## config.mk

```make
export PLATFORM = sky130hd
export DESIGN_NAME = conv_control
export DESIGN_NICKNAME = d
export VERILOG_FILES = /design/src/conv_pkg.sv /design/src/conv_period_gen.sv /design/src/conv_control.sv
export VERILOG_INCLUDE_DIRS = /design/src
export SDC_FILE = /design/constraint.sdc
export NUM_CORES = 1
export LEC_CHECK = 0
export CORE_MARGIN = 1
export CORE_UTILIZATION = 63
export CTS_CLUSTER_SIZE = 12
export DETAILED_ROUTE_END_ITERATION = 6
export DONT_BUFFER_PORTS = 1
export PLACE_DENSITY = 0.79
export SLEW_MARGIN = 20
export SYNTH_ARGS = -nofsm -noshare
export SYNTH_HDL_FRONTEND = slang
export SYNTH_HIERARCHICAL = 1
export SYNTH_SLANG_ARGS = --single-unit
export TNS_END_PERCENT = 10
```

## constraint.sdc

```tcl
create_clock -name clk_in -period 3.65 [get_ports clk_in]
set_clock_uncertainty 0.15 [all_clocks]
set_input_delay 0.73 -clock clk_in [delete_from_list [all_inputs] [get_ports clk_in]]
set_output_delay 0.73 -clock clk_in [all_outputs]
set_load 0.03 [all_outputs]
```

## src/conv_defines.svh

```systemverilog
// Purpose: Offsets, fields, resets and timing counts of the converter control
// Assumes: 25 MHz system clock, 8-bit registers on 32-bit Avalon words
// Notes: Definitions only
`ifndef CONV_DEFINES_SVH
`define CONV_DEFINES_SVH

// Register byte addresses
`define OFS_CONTROL_A 4'h0
`define OFS_CONTROL_B 4'h4
`define OFS_RESULT_HIGH 4'h8
`define OFS_RESULT_LOW 4'hc
`define OFS_STATUS 4'h10
// Field positions
`define CA_ON_BIT 0
`define CA_GO_BIT 1
`define CA_CHS_LSB 2
`define CA_CHS_MSB 6
`define CB_REF_BIT 0
`define CB_CLK_LSB 4
`define CB_CLK_MSB 6
`define ST_FLAG_BIT 0
`define ST_IE_BIT 1
// Reset values
`define CONTROL_A_RST 8'h00
`define CONTROL_B_RST 8'h00
// Timing
`define BITS_PER_CONV 4'hb
`define ABORT_PERIODS 2'h2
`define RC_DIVISOR 7'h10
`define DIV_W 7
`endif

```

## src/conv_pkg.sv

```systemverilog
// Purpose: Types of the converter control
// Assumes: Nothing
// Notes: Constants live in conv_defines.svh
package conv_pkg;
    typedef enum logic [1:0] {
        ST_IDLE = 2'b00,
        ST_CONV = 2'b01,
        ST_GAP = 2'b11
    } conv_state_type;
endpackage : conv_pkg

```

## src/conv_period_gen.sv

```systemverilog
// Purpose: Bit period enable pulse generator
// Assumes: One clock; rc_tick_in is a one-cycle pulse of the RC clock
// Notes: Counter restarts on clear_in
`timescale 1ns/100ps
`default_nettype none
`include "conv_defines.svh"
module conv_period_gen (
    input wire logic clk_in,
    input wire logic rst_b_in,
    input wire logic clear_in,
    input wire logic [2:0] sel_in,
    input wire logic rc_tick_in,
    output logic period_out,
    output logic valid_sel_out
);
    logic [`DIV_W-1:0] cnt_q;
    logic [`DIV_W-1:0] cnt_d;
    logic [`DIV_W-1:0] limit;
    logic use_rc;
    logic step;
    logic wrap;

    // Divisor chosen by the clock code
    assign use_rc = (sel_in[1:0] == 2'b11);
    assign limit = (sel_in == 3'b001) ? 7'h07 :
                   (sel_in == 3'b101) ? 7'h0f :
                   (sel_in == 3'b010) ? 7'h1f :
                   (sel_in == 3'b110) ? 7'h3f :
                   `RC_DIVISOR - 7'h01;
    assign valid_sel_out = (sel_in != 3'b000) && (sel_in != 3'b100);
    assign step = use_rc ? rc_tick_in : 1'b1;
    assign wrap = step && (cnt_q >= limit);
    assign cnt_d = wrap ? '0 : cnt_q + (step ? 7'h01 : 7'h00);
    assign period_out = wrap && valid_sel_out;

    // Divider counter
    always_ff @(posedge clk_in) begin
        if (!rst_b_in || clear_in) begin
            cnt_q <= '0;
        end else begin
            cnt_q <= cnt_d;
        end
    end
endmodule : conv_period_gen
`default_nettype wire

```

## src/conv_control.sv

```systemverilog
// Purpose: Control and registers of a 10-bit SAR converter
// Assumes: Avalon-MM slave, 25 MHz clock, analog core gives bit decisions
// Notes: Result words are captured at completion only
//
// Overview of operation
// - No conversion in sleep; internal reference off during sleep.
// - Channel field bits 6..2 routes internal nodes, codes 0-7 and 10-15.
// - Codes 8, 9 reserved; codes 16..23 connect no source.
// - Codes 24..28 select five pins; 29..31 large package pins.
// - Writing one to go bit starts conversion; reads one while busy.
// - Hardware clears go bit at completion; zero means idle.
// - Enable bit turns converter on; off draws no current.
// - Clock field picks divide 8,16,32,64 or RC/16; 000, 100 reserved.
// - Reference bit picks 4.096 V regulator at zero, 5 V at one.
// - Result high holds bits 9..8 low, upper bits zero, read-only.
// - Result low holds bits 7..0, read-only, unknown after reset.
// - Sampling capacitor is never discharged after conversion.
// - A conversion lasts eleven bit periods.
// - Done flag set at every completion; cleared only by software.
// - Abort keeps old result (the code still captures it when sleep or enable-off meets the last bit period); two periods before reacquisition.
//
// The register offsets and the Avalon-MM interface to the registers were decided locally.
`timescale 1ns/100ps
`default_nettype none
`include "conv_defines.svh"
module conv_control (
    input wire logic clk_in,
    input wire logic rst_b_in,
    input wire logic [4:0] avs_address_in,
    input wire logic avs_read_in,
    input wire logic avs_write_in,
    input wire logic [31:0] avs_writedata_in,
    input wire logic [3:0] avs_byteenable_in,
    output logic [31:0] avs_readdata_out,
    output logic avs_waitrequest_out,
    input wire logic sleep_in,
    input wire logic rc_tick_in,
    input wire logic comparator_in,
    output logic [4:0] channel_select_out,
    output logic channel_valid_out,
    output logic sample_hold_out,
    output logic [9:0] trial_code_out,
    output logic converter_power_out,
    output logic analog_ldo_ref_on_out,
    output logic reference_select_out,
    output logic conv_done_flag_out,
    output logic conv_done_irq_enable_out
);
    conv_pkg::conv_state_type state_q;
    conv_pkg::conv_state_type state_d;
    logic [7:0] ctl_a_q;
    logic [7:0] ctl_b_q;
    logic [9:0] result_q;
    logic [9:0] sar_q;
    logic [3:0] bit_cnt_q;
    logic [1:0] gap_cnt_q;
    logic flag_q;
    logic irq_en_q;
    logic [31:0] rdata_q;
    logic ack_q;
    logic period;
    logic sel_ok;
    logic access;
    logic wr_a, wr_b, wr_st;
    logic sw_go, sw_abort;
    logic last_bit, done, abort, running;
    logic [7:0] rd_mux;
    logic [9:0] trial;
    logic [9:0] decided;

    // Returns the mask bit for a given SAR step
    function automatic logic [9:0] step_mask(input logic [3:0] n);
        step_mask = 10'h200 >> n;
    endfunction : step_mask

    // Bus decode: one wait cycle then acknowledge
    assign access = (avs_read_in || avs_write_in) && !ack_q;
    assign avs_waitrequest_out = (avs_read_in || avs_write_in) && !ack_q;
    assign wr_a = access && avs_write_in && avs_byteenable_in[0] &&
                  ({avs_address_in[4:2], 2'b00} == {1'b0, `OFS_CONTROL_A});
    assign wr_b = access && avs_write_in && avs_byteenable_in[0] &&
                  ({avs_address_in[4:2], 2'b00} == {1'b0, `OFS_CONTROL_B});
    assign wr_st = access && avs_write_in && avs_byteenable_in[0] &&
                   ({avs_address_in[4:2], 2'b00} == 5'h10);

    // Go requests from software
    assign sw_go = wr_a && avs_writedata_in[`CA_GO_BIT] &&
                   ctl_a_q[`CA_ON_BIT] && avs_writedata_in[`CA_ON_BIT] &&
                   !sleep_in && sel_ok;
    assign sw_abort = wr_a && !avs_writedata_in[`CA_GO_BIT] && running;
    assign running = (state_q == conv_pkg::ST_CONV);
    assign last_bit = period && (bit_cnt_q == `BITS_PER_CONV - 4'h1);
    assign done = running && last_bit && !sw_abort;
    assign abort = running && (sw_abort || sleep_in ||
                   !ctl_a_q[`CA_ON_BIT]);

    // Next state
    always_comb begin
        state_d = state_q;
        unique case (state_q)
            conv_pkg::ST_IDLE: begin
                if (sw_go) begin
                    state_d = conv_pkg::ST_CONV;
                end
            end
            conv_pkg::ST_CONV: begin
                if (abort) begin
                    state_d = conv_pkg::ST_GAP;
                end else if (done) begin
                    state_d = conv_pkg::ST_IDLE;
                end
            end
            conv_pkg::ST_GAP: begin
                if (gap_cnt_q == `ABORT_PERIODS) begin
                    state_d = conv_pkg::ST_IDLE;
                end
            end
            default: state_d = conv_pkg::ST_IDLE;
        endcase
    end

    // Bit period generator, restarted at each start
    conv_period_gen u_period (
        .clk_in(clk_in),
        .rst_b_in(rst_b_in),
        .clear_in(sw_go),
        .sel_in(ctl_b_q[`CB_CLK_MSB:`CB_CLK_LSB]),
        .rc_tick_in(rc_tick_in),
        .period_out(period),
        .valid_sel_out(sel_ok)
    );

    // State, counters and SAR register
    always_ff @(posedge clk_in) begin
        if (!rst_b_in) begin
            state_q <= conv_pkg::ST_IDLE;
            bit_cnt_q <= 4'h0;
            gap_cnt_q <= 2'h0;
            sar_q <= 10'h000;
        end else begin
            state_q <= state_d;
            if (sw_go) begin
                bit_cnt_q <= 4'h0;
                sar_q <= 10'h000;
            end else if (running && period) begin
                bit_cnt_q <= bit_cnt_q + 4'h1;
                if (bit_cnt_q != 4'h0 && bit_cnt_q < `BITS_PER_CONV) begin
                    sar_q <= decided;
                end
            end
            if (state_q != conv_pkg::ST_GAP) begin
                gap_cnt_q <= 2'h0;
            end else if (period) begin
                gap_cnt_q <= gap_cnt_q + 2'h1;
            end
        end
    end

    // Trial code: kept bits plus the bit under test
    assign trial = (bit_cnt_q == 4'h0 || bit_cnt_q > 4'ha) ? sar_q :
                   sar_q | step_mask(bit_cnt_q - 4'h1);
    // Trial after the comparator decision; last bit must be decided too
    assign decided = comparator_in ? trial :
                     (trial & ~step_mask(bit_cnt_q - 4'h1));

    // Result words captured together at completion only
    always_ff @(posedge clk_in) begin
        if (done) begin
            result_q <= decided;
        end
    end

    // Control registers; go bit mirrors the busy state
    always_ff @(posedge clk_in) begin
        if (!rst_b_in) begin
            ctl_a_q <= `CONTROL_A_RST;
            ctl_b_q <= `CONTROL_B_RST;
        end else begin
            if (wr_a) begin
                ctl_a_q <= {1'b0, avs_writedata_in[6:2], 1'b0,
                            avs_writedata_in[0]};
            end
            if (wr_b) begin
                ctl_b_q <= {1'b0, avs_writedata_in[6:4], 3'b000,
                            avs_writedata_in[0]};
            end
        end
    end

    // Done flag and its enable; set wins over clear
    always_ff @(posedge clk_in) begin
        if (!rst_b_in) begin
            flag_q <= 1'b0;
            irq_en_q <= 1'b0;
        end else begin
            if (done) begin
                flag_q <= 1'b1;
            end else if (wr_st && !avs_writedata_in[`ST_FLAG_BIT]) begin
                flag_q <= 1'b0;
            end
            if (wr_st) begin
                irq_en_q <= avs_writedata_in[`ST_IE_BIT];
            end
        end
    end

    // Read data mux, unmapped reads zero
    assign rd_mux = (avs_address_in == 5'h00) ?
                        {ctl_a_q[7:2], running, ctl_a_q[0]} :
                    (avs_address_in == 5'h04) ? ctl_b_q :
                    (avs_address_in == 5'h08) ?
                        {6'h00, result_q[9:8]} :
                    (avs_address_in == 5'h0c) ? result_q[7:0] :
                    (avs_address_in == 5'h10) ? {6'h00, irq_en_q, flag_q} :
                    8'h00;

    // Bus answer register
    always_ff @(posedge clk_in) begin
        if (!rst_b_in) begin
            ack_q <= 1'b0;
            rdata_q <= 32'h0000_0000;
        end else begin
            ack_q <= access;
            if (access && avs_read_in) begin
                rdata_q <= {24'h000000, rd_mux};
            end
        end
    end
    assign avs_readdata_out = rdata_q;

    // Analog side controls
    assign channel_select_out = ctl_a_q[`CA_CHS_MSB:`CA_CHS_LSB];
    assign channel_valid_out = !(channel_select_out[4:3] == 2'b10) &&
                               !(channel_select_out[4:1] == 4'b0100);
    assign sample_hold_out = running && bit_cnt_q != 4'h0;
    assign trial_code_out = trial;
    assign converter_power_out = ctl_a_q[`CA_ON_BIT] && !sleep_in;
    assign analog_ldo_ref_on_out = !sleep_in;
    assign reference_select_out = ctl_b_q[`CB_REF_BIT];
    assign conv_done_flag_out = flag_q;
    assign conv_done_irq_enable_out = irq_en_q;

    // Checks
    AST_GO_OFF: assert property (@(posedge clk_in) disable iff (!rst_b_in)
        !ctl_a_q[`CA_ON_BIT] |=> !running)
        else $error("start while off");
    AST_SLEEP: assert property (@(posedge clk_in) disable iff (!rst_b_in)
        sleep_in |=> !running)
        else $error("converting in sleep");
    AST_DONE_FLAG: assert property (@(posedge clk_in) disable iff (!rst_b_in)
        done |=> flag_q && !running)
        else $error("flag not set at done");
    AST_RESULT: assert property (@(posedge clk_in) disable iff (!rst_b_in)
        done |=> result_q == $past(decided))
        else $error("result not captured");
    AST_KEEP: assert property (@(posedge clk_in) disable iff (!rst_b_in)
        abort |=> $stable(result_q))
        else $error("result changed on abort");
    AST_GAP: assert property (@(posedge clk_in) disable iff (!rst_b_in)
        abort |=> state_q == conv_pkg::ST_GAP)
        else $error("no gap after abort");
    AST_HIGH: assert property (@(posedge clk_in) disable iff (!rst_b_in)
        avs_address_in == 5'h08 && access && avs_read_in
        |=> avs_readdata_out[31:2] == 30'h0)
        else $error("high bits not zero");
    AST_POWER: assert property (@(posedge clk_in) disable iff (!rst_b_in)
        !ctl_a_q[0] |-> !converter_power_out)
        else $error("power while off");
endmodule : conv_control
`default_nettype wire

```

==> impl_metrics.json, run 1 <==
{
  "cts_tree": "done",
  "syn_avg_cell_area_um2": 9.30,
  "synth-seq-area-share_pct": 37.5,
  "via_count": 2315,
  "tritoncts_buffer_count": 5,
  "drive_gt1_share_pct": 11.1,
  "highest-signal-layer": "met4",
  "grt_pass1_vias": 2106,
  "whs_endpoint": "ctl_a_q[0]",
  "setup_viol_count_final": 0,
  "htreeDepth": 2,
  "clk_latency_ns": 0.32,
  "min_from": "ctl_a_q[0]",
  "slowest_delay_ns": 0.55,
  "finalWeightedCongestion": 0.837,
  "post_cts.repair.setup_buffers": 0,
  "p_sw_w": 0.000293,
  "total_routing_usage_reported_by_global_routing_pct": 23.8,
  "vdd_drop_max_mv": 0.253,
  "netlist_instances": 350,
  "yosysWarningCount": 6,
  "routed-wl-met2_um": 3110,
  "setup.reg_to_reg.worst_slack_ns": 0.84,
  "synth_seq_cells": 56,
  "worstPathArrival_ns": 2.29,
  "layout_worst_path_cycle_share_pct": 86.8,
  "intPower_w": 0.000798,
  "cp_max_fo": 10,
  "finalWorstSetupSlack_ns": 0.484,
  "compound_gate_fraction_of_synth_area_pct": 15.5,
  "area_fraction_in_and_or_nand_and_nor_cells_after_synthesis_pct": 22.7,
  "crit_family": "simple AND/OR/NAND/NOR gates",
  "syn2layout_area_growth_pct": -0.269,
  "floorplan.io_pins": 103,
  "rsz0062_at_grt": "no",
  "design.final.nets": 401,
  "chipHeight_um": 73.9,
  "core_um2": 4850,
  "post_synth_instance_area_um2": 3250,
  "synth-adder-area-share_pct": 5.00,
  "crit_path_top_delay_cell": "dfxtp_1",
  "globalRoute.totalOverflow": 0,
  "power_density_nw_per_um2": 336,
  "die_area_um2": 5460,
  "class_of_the_most_critical_hold_timing_path": "flip-flop to flip-flop",
  "cp.buffers_inverters": 1,
  "detail_route.iter0.violations": 128,
  "run_status": "completed",
  "portBuffers": 0,
  "antennaDiodeCount": 0,
  "met3RoutedLength_um": 328,
  "max_slew_margin_pct": 43.0,
  "antenna_violating_nets_post_route": 0,
  "cts.root.buffer_cell": "clkbuf_8",
  "detailedPlace.worstSlack_ns": 0.847,
  "max_freq_ghz": 0.316,
  "muxShareOfSynthArea_pct": 6.38,
  "fill_cells": 420,
  "post_cts_hold_buffers": 0,
  "combinational_family_with_the_most_area_after_synthesis": "simple AND/OR/NAND/NOR gates",
  "avgViaCountPerCell": 5.67,
  "ff2ff_path_depth": 10,
  "synth_cell_types": 60,
  "place.detailed.instances": 400,
  "core.rowCount": 25,
  "drc_errors": 0,
  "detail_route.wirelength_um": 6190,
  "worstReg2RegStart": "ctl_b_q[4]",
  "first_pass_iters": 6,
  "post_cts.resized_instances": 0,
  "hold_path_depth": 2,
  "leakagePower_nw": 1.34,
  "grt_first_pass_wirelength_um": 9750,
  "power.share.sequential_pct": 59.5,
  "post_layout_nonfiller_instances": 408,
  "timing.final.crit_period_ns": 3.17,
  "cts.clk_slew.worst_paths_ns": 0.10,
  "hpwlAfterDp_um": 4650,
  "cts_sinks": 56,
  "critical_setup_path_class": "flip-flop to output pin",
  "start_kind": "flip-flop",
  "worst-endpoint-required_ns": 2.77,
  "wire_per_inst_um": 15.2,
  "capturing_point_of_the_worst_reg2reg_path": "sar_q[3]",
  "synthXorXnorAreaFrac_pct": 2.42,
  "wl_met1_um": 2690,
  "power_switching_share_pct": 26.8,
  "worst_pin_slew_ns": 0.854,
  "maximum_number_of_pins_on_one_net_before_global_route_repair": 30,
  "power.share.combinational_pct": 7.2,
  "clockPowerShare_pct": 33.3,
  "final_layout_setup_total_negative_slack_ns": 0,
  "dieWidth_um": 73.9,
  "category_of_the_worst_setup_path_capture_point": "output pin",
  "antenna_found_initial": 0,
  "number_of_violations_of_the_max_capacitance_limit": 0,
  "report.final.slew_viol_count": 0,
  "critical_path.cell_chain": "inv_1, ha_1, nor2_2, a21oi_2, o21ai_4, nand2_1, nand2b_1",
  "report.final.hold_viol_count": 0,
  "totalPowerFinal_w": 0.00109,
  "initial_utilization_pct": 67.1,
  "clockBufferDepth": 2
}
-- area by class of cell --
cell class                      count  area, um2  area share [%]
Multi-Input combinational cell    263       1780            54.9
Sequential cell                    56       1220            37.6
Tap cell                           67       83.8            2.58
Clock buffer                        5       68.8            2.12
Inverter                           12       45.0            1.39
Clock inverter                      3       28.8           0.887
Timing Repair Buffer                2       15.0           0.463
-- cell usage after synthesis (all sizes together) --
library cell | count | area, um2
a2111oi | 2 | 17.5
a211oi | 1 | 7.51
a21boi | 8 | 60.1
a21o | 5 | 37.5
a21oi | 17 | 96.4
a22oi | 7 | 52.6
a2bb2oi | 1 | 15.0
a311oi | 4 | 35.0
a31oi | 4 | 25.0
and2 | 6 | 40.0
and3 | 2 | 12.5
and4bb | 1 | 16.3
buf | 36 | 267
clkbuf | 6 | 25.0
conb | 1 | 3.75
dfxtp | 46 | 921
edfxtp | 10 | 300
ha | 13 | 163
inv | 12 | 45.0
mux2 | 6 | 67.6
mux2i | 14 | 140
nand2 | 26 | 103
nand2b | 15 | 93.8
nand3 | 15 | 75.1
nand3b | 3 | 22.5
nand4 | 3 | 18.8
nor2 | 21 | 81.3
nor2b | 19 | 129
nor3 | 12 | 96.4
nor3b | 2 | 20.0
nor4 | 2 | 18.8
o2111a | 1 | 11.3
o2111ai | 1 | 8.76
o21ai | 12 | 75.1
o2bb2ai | 1 | 15.0
o32ai | 3 | 26.3
o41a | 1 | 21.3
or2 | 2 | 12.5
xnor2 | 5 | 43.8
xor2 | 4 | 35.0
-- worst max-delay path by stage --
stage	from	to	slack (ns)	cells after the start
detailed placement	ctl_b_q[4]	sar_q[3]	0.85	10
CTS	bit_cnt_q[0]	trial_code_out[8]	0.48	7
global route	bit_cnt_q[0]	trial_code_out[8]	0.35	7
finish	bit_cnt_q[0]	trial_code_out[8]	0.48	7
global placement	ctl_b_q[5]	result_q[7]	0.90	9
floorplan	bit_cnt_q[0]	sample_hold_out	1.03	4
-- flip-flops by register name, indices dropped and copies added, names as in the netlist, 2 cells and up --
register	count
sar_q	10
state_q	2
ctl_b_q	4
avs_readdata_out	8
result_q	10
u_period/cnt_q	7
gap_cnt_q	2
ctl_a_q	6
bit_cnt_q	4
-- per-stage QoR --
step	cell area, um2	hold slack (ns)	util [%]
after global routing	3250	0.360	66.9
after detailed placement	3150	0.305	64.9
final	3250	0.317	66.9
after global placement	3150	0.303	64.9
after CTS	3250	0.320	66.9
after floorplan	3340	0.291	-
-- cells by family after synthesis --
family	after synthesis
AO/OA/AOI/OAI	68
XOR/XNOR	9
adder cells (fa/ha/maj)	13
buffers and inverters	54
flip-flops	56
multiplexers	20
other	1
AND/OR/NAND/NOR	129
-- worst reg2reg max path, cell delays in order (launching register included) --
cell      delay [ns]
dfxtp_1         0.44
nor3b_1         0.24
ha_1            0.21
a21oi_2         0.06
nor2b_1         0.14
o41a_4          0.23
and2_1          0.24
and2_1          0.35
and2_4          0.31
a31oi_1         0.11
a311oi_1        0.27
-- layer usage --
| metal | vias to the layer above | track usage (%) |
|---|---|---|
| li1 | 1161 | - |
| met5 | - | 0 |
| met4 | 0 | 7.69 |
| met1 | 1095 | 28.4 |
| met3 | 4 | 5.62 |
| met2 | 55 | 42.0 |
-- power groups by stage --
stage / Clock, W / Combinational [W] / Sequential [W]
6_report: 0.000364 / 0.0000784 / 0.000649
5_1_grt: 0.000397 / 0.0000854 / 0.000651
4_1_cts: 0.000373 / 0.0000780 / 0.000649
3_5_place_dp: 0 / 0.0000772 / 0.000664
3_3_place_gp: 0 / 0.0000758 / 0.000663
2_1_floorplan: 0 / 0.0000985 / 0.000661
-- placed cells by master, fill, tap and decap left out, types with 10 or more instances in the layout --
| cell | count |
|---|---|
| dfxtp_1 | 46 |
| nor2_1 | 20 |
| mux2i_1 | 14 |
| a21oi_1 | 14 |
| nand3_1 | 15 |
| ha_1 | 13 |
| edfxtp_1 | 10 |
| nand2b_1 | 15 |
| conb_1 | 24 |
| inv_1 | 11 |
| nand2_1 | 24 |
| nor2b_1 | 15 |
Power figures use the tool's default switching activity.
==> inputs of run 2 (changes only) <==
--- a/config.mk
+++ b/config.mk
@@ -8,9 +8,8 @@
 export LEC_CHECK = 0
 export CORE_MARGIN = 1
-export CORE_UTILIZATION = 63
+export CORE_UTILIZATION = 45
 export CTS_CLUSTER_SIZE = 12
 export DETAILED_ROUTE_END_ITERATION = 6
 export DONT_BUFFER_PORTS = 1
-export PLACE_DENSITY = 0.79
 export SLEW_MARGIN = 20
 export SYNTH_ARGS = -nofsm -noshare
--- a/constraint.sdc
+++ b/constraint.sdc
@@ -3,3 +3,3 @@
 set_input_delay 0.73 -clock clk_in [delete_from_list [all_inputs] [get_ports clk_in]]
 set_output_delay 0.73 -clock clk_in [all_outputs]
-set_load 0.03 [all_outputs]
+set_load 0.02 [all_outputs]
==> run 2 against run 1 <==
Total power rose by 6.0%. Cell count up 7.1%. Sequential power hardly changed. Sequential share of layout area down 0.75 points. Non-clock buffer count did not move. Via count down 2.3%. Count of clock-buffer cells in the layout grew 2. Sequential cell count unchanged. Final area grew 2.0%.
==> impl_metrics.json, run 2 (synthesis results as in run 1) <==
{
  "clockBufferDepth": 2,
  "number_of_violations_of_the_max_capacitance_limit": 0,
  "cp_max_fo": 10,
  "setup_viol_count_final": 0,
  "whs_ns": 0.326,
  "worstPathArrival_ns": 2.20,
  "post_cts.repair.setup_buffers": 0,
  "via_count": 2261,
  "clk_latency_ns": 0.31,
  "syn2layout_area_growth_pct": 1.77,
  "tritoncts_buffer_count": 5,
  "htreeDepth": 2,
  "total_routing_usage_reported_by_global_routing_pct": 17.0,
  "drc_errors": 0,
  "antenna_violating_nets_post_route": 0,
  "max_slew_margin_pct": 50.5,
  "fill_cells": 693,
  "layout_commonest_cell": "dfxtp_1",
  "wire_per_inst_um": 14.5,
  "core.rowCount": 30,
  "chipHeight_um": 87.0,
  "final_layout_setup_total_negative_slack_ns": 0,
  "dieWidth_um": 87.0,
  "layout_worst_path_cycle_share_pct": 84.3,
  "worst_pin_slew_ns": 0.742,
  "die_area_um2": 7580,
  "grt_pass1_vias": 2014,
  "antennaDiodeCount": 0,
  "power_density_nw_per_um2": 349,
  "wl_met1_um": 3010,
  "cts.clk_slew.worst_paths_ns": 0.09,
  "drive_gt1_share_pct": 10.9,
  "category_of_the_worst_setup_path_capture_point": "output pin",
  "critical_setup_path_class": "flip-flop to output pin",
  "portBuffers": 0,
  "max_freq_ghz": 0.325,
  "class_of_the_most_critical_hold_timing_path": "flip-flop to flip-flop",
  "final-seq-area_um2": 1220,
  "totalPowerFinal_w": 0.00116,
  "worst-endpoint-required_ns": 2.77,
  "timing.final.crit_period_ns": 3.08,
  "report.final.hold_viol_count": 0,
  "antenna_found_initial": 0,
  "finalWeightedCongestion": 0.780,
  "report.final.slew_viol_count": 0,
  "floorplan.io_pins": 103,
  "multi_input_comb_area_um2": 1780,
  "highest-signal-layer": "met4",
  "rsz0062_at_grt": "no",
  "avgViaCountPerCell": 5.17,
  "detail_route.wirelength_um": 6330,
  "initial_utilization_pct": 47.1,
  "detail_route.iter0.violations": 115,
  "routed-wl-met2_um": 3000,
  "final_cell_mix": "46 x dfxtp_1, 24 x nand2_1, 24 x conb_1",
  "cts_sinks": 56,
  "cts.root.buffer_cell": "clkbuf_8",
  "placed_area_um2": 3180,
  "fin_area_um2": 3310,
  "hpwlAfterDp_um": 4820,
  "cts_tree": "done",
  "first_pass_iters": 4,
  "design.final.nets": 401,
  "grt_first_pass_wirelength_um": 9920,
  "met3RoutedLength_um": 289,
  "post_cts_hold_buffers": 0,
  "run_status": "completed",
  "post_cts.resized_instances": 0,
  "maximum_number_of_pins_on_one_net_before_global_route_repair": 30,
  "core_um2": 6910,
  "leakagePower_nw": 1.35,
  "setup.reg_to_reg.worst_slack_ns": 0.82,
  "vdd_drop_max_mv": 0.183,
  "globalRoute.totalOverflow": 0,
  "start_kind": "flip-flop"
}
==> run 2: cell count changes in the layout (fill, tap and decap cells not counted), sizes merged <==
| cell | before | now |
|---|---|---|
| clkbuf | 5 | 7 |
| bufinv | 0 | 1 |
| inv | 15 | 12 |
==> run 2: final timing paths <==
path | to | depth (start not counted) | start
worst max-delay path | trial_code_out[1] | 7 | bit_cnt_q[0]
worst min-delay path | ctl_a_q[0] | 2 | ctl_a_q[0]
worst max register to register | sar_q[2] | 10 | ctl_b_q[4]
worst min register to register | ctl_a_q[0] | 2 | ctl_a_q[0]
==> run 2: layout make-up <==
type	instances	area share, %
clock buffers	7	2.95
clock inverters	1	0.907
inverters	12	1.36
multi-input cells	263	53.8
flip-flops and latches	56	36.9
well taps	96	3.63
repair buffers	2	0.453
==> run 2: routing by layer <==
| layer | up-vias | global-route usage (%) |
|---|---|---|
| li1 | 1156 | - |
| met1 | 1059 | 22.9 |
| met2 | 41 | 27.1 |
| met3 | 5 | 4.08 |
| met4 | 0 | 4.55 |
| met5 | - | 0 |
==> run 2: where the power goes <==
part           internal (W)  switching [W]
Combinational     0.0000188      0.0000462
Sequential         0.000634      0.0000120
Clock              0.000247       0.000199
Total              0.000900       0.000258
==> run 2: per-stage QoR <==
| stage | util [%] | worst slack (ns) | std cells |
|---|---|---|---|
| floorplan | - | 1.05 | 373 |
| global placement | 46.1 | 0.860 | 429 |
| detailed placement | 46.1 | 0.836 | 429 |
| CTS | 48.0 | 0.538 | 437 |
| global route | 48.0 | 0.405 | 437 |
| finish | 48.0 | 0.572 | 437 |
==> run 2: critical path, cell delays in order, from the launching register on <==
cell and delay (ns):
dfxtp_1 0.53, inv_1 0.16, ha_1 0.25, mux2_1 0.29, a21oi_1 0.14, nor3_1 0.08
a21oi_1 0.27, inv_1 0.17
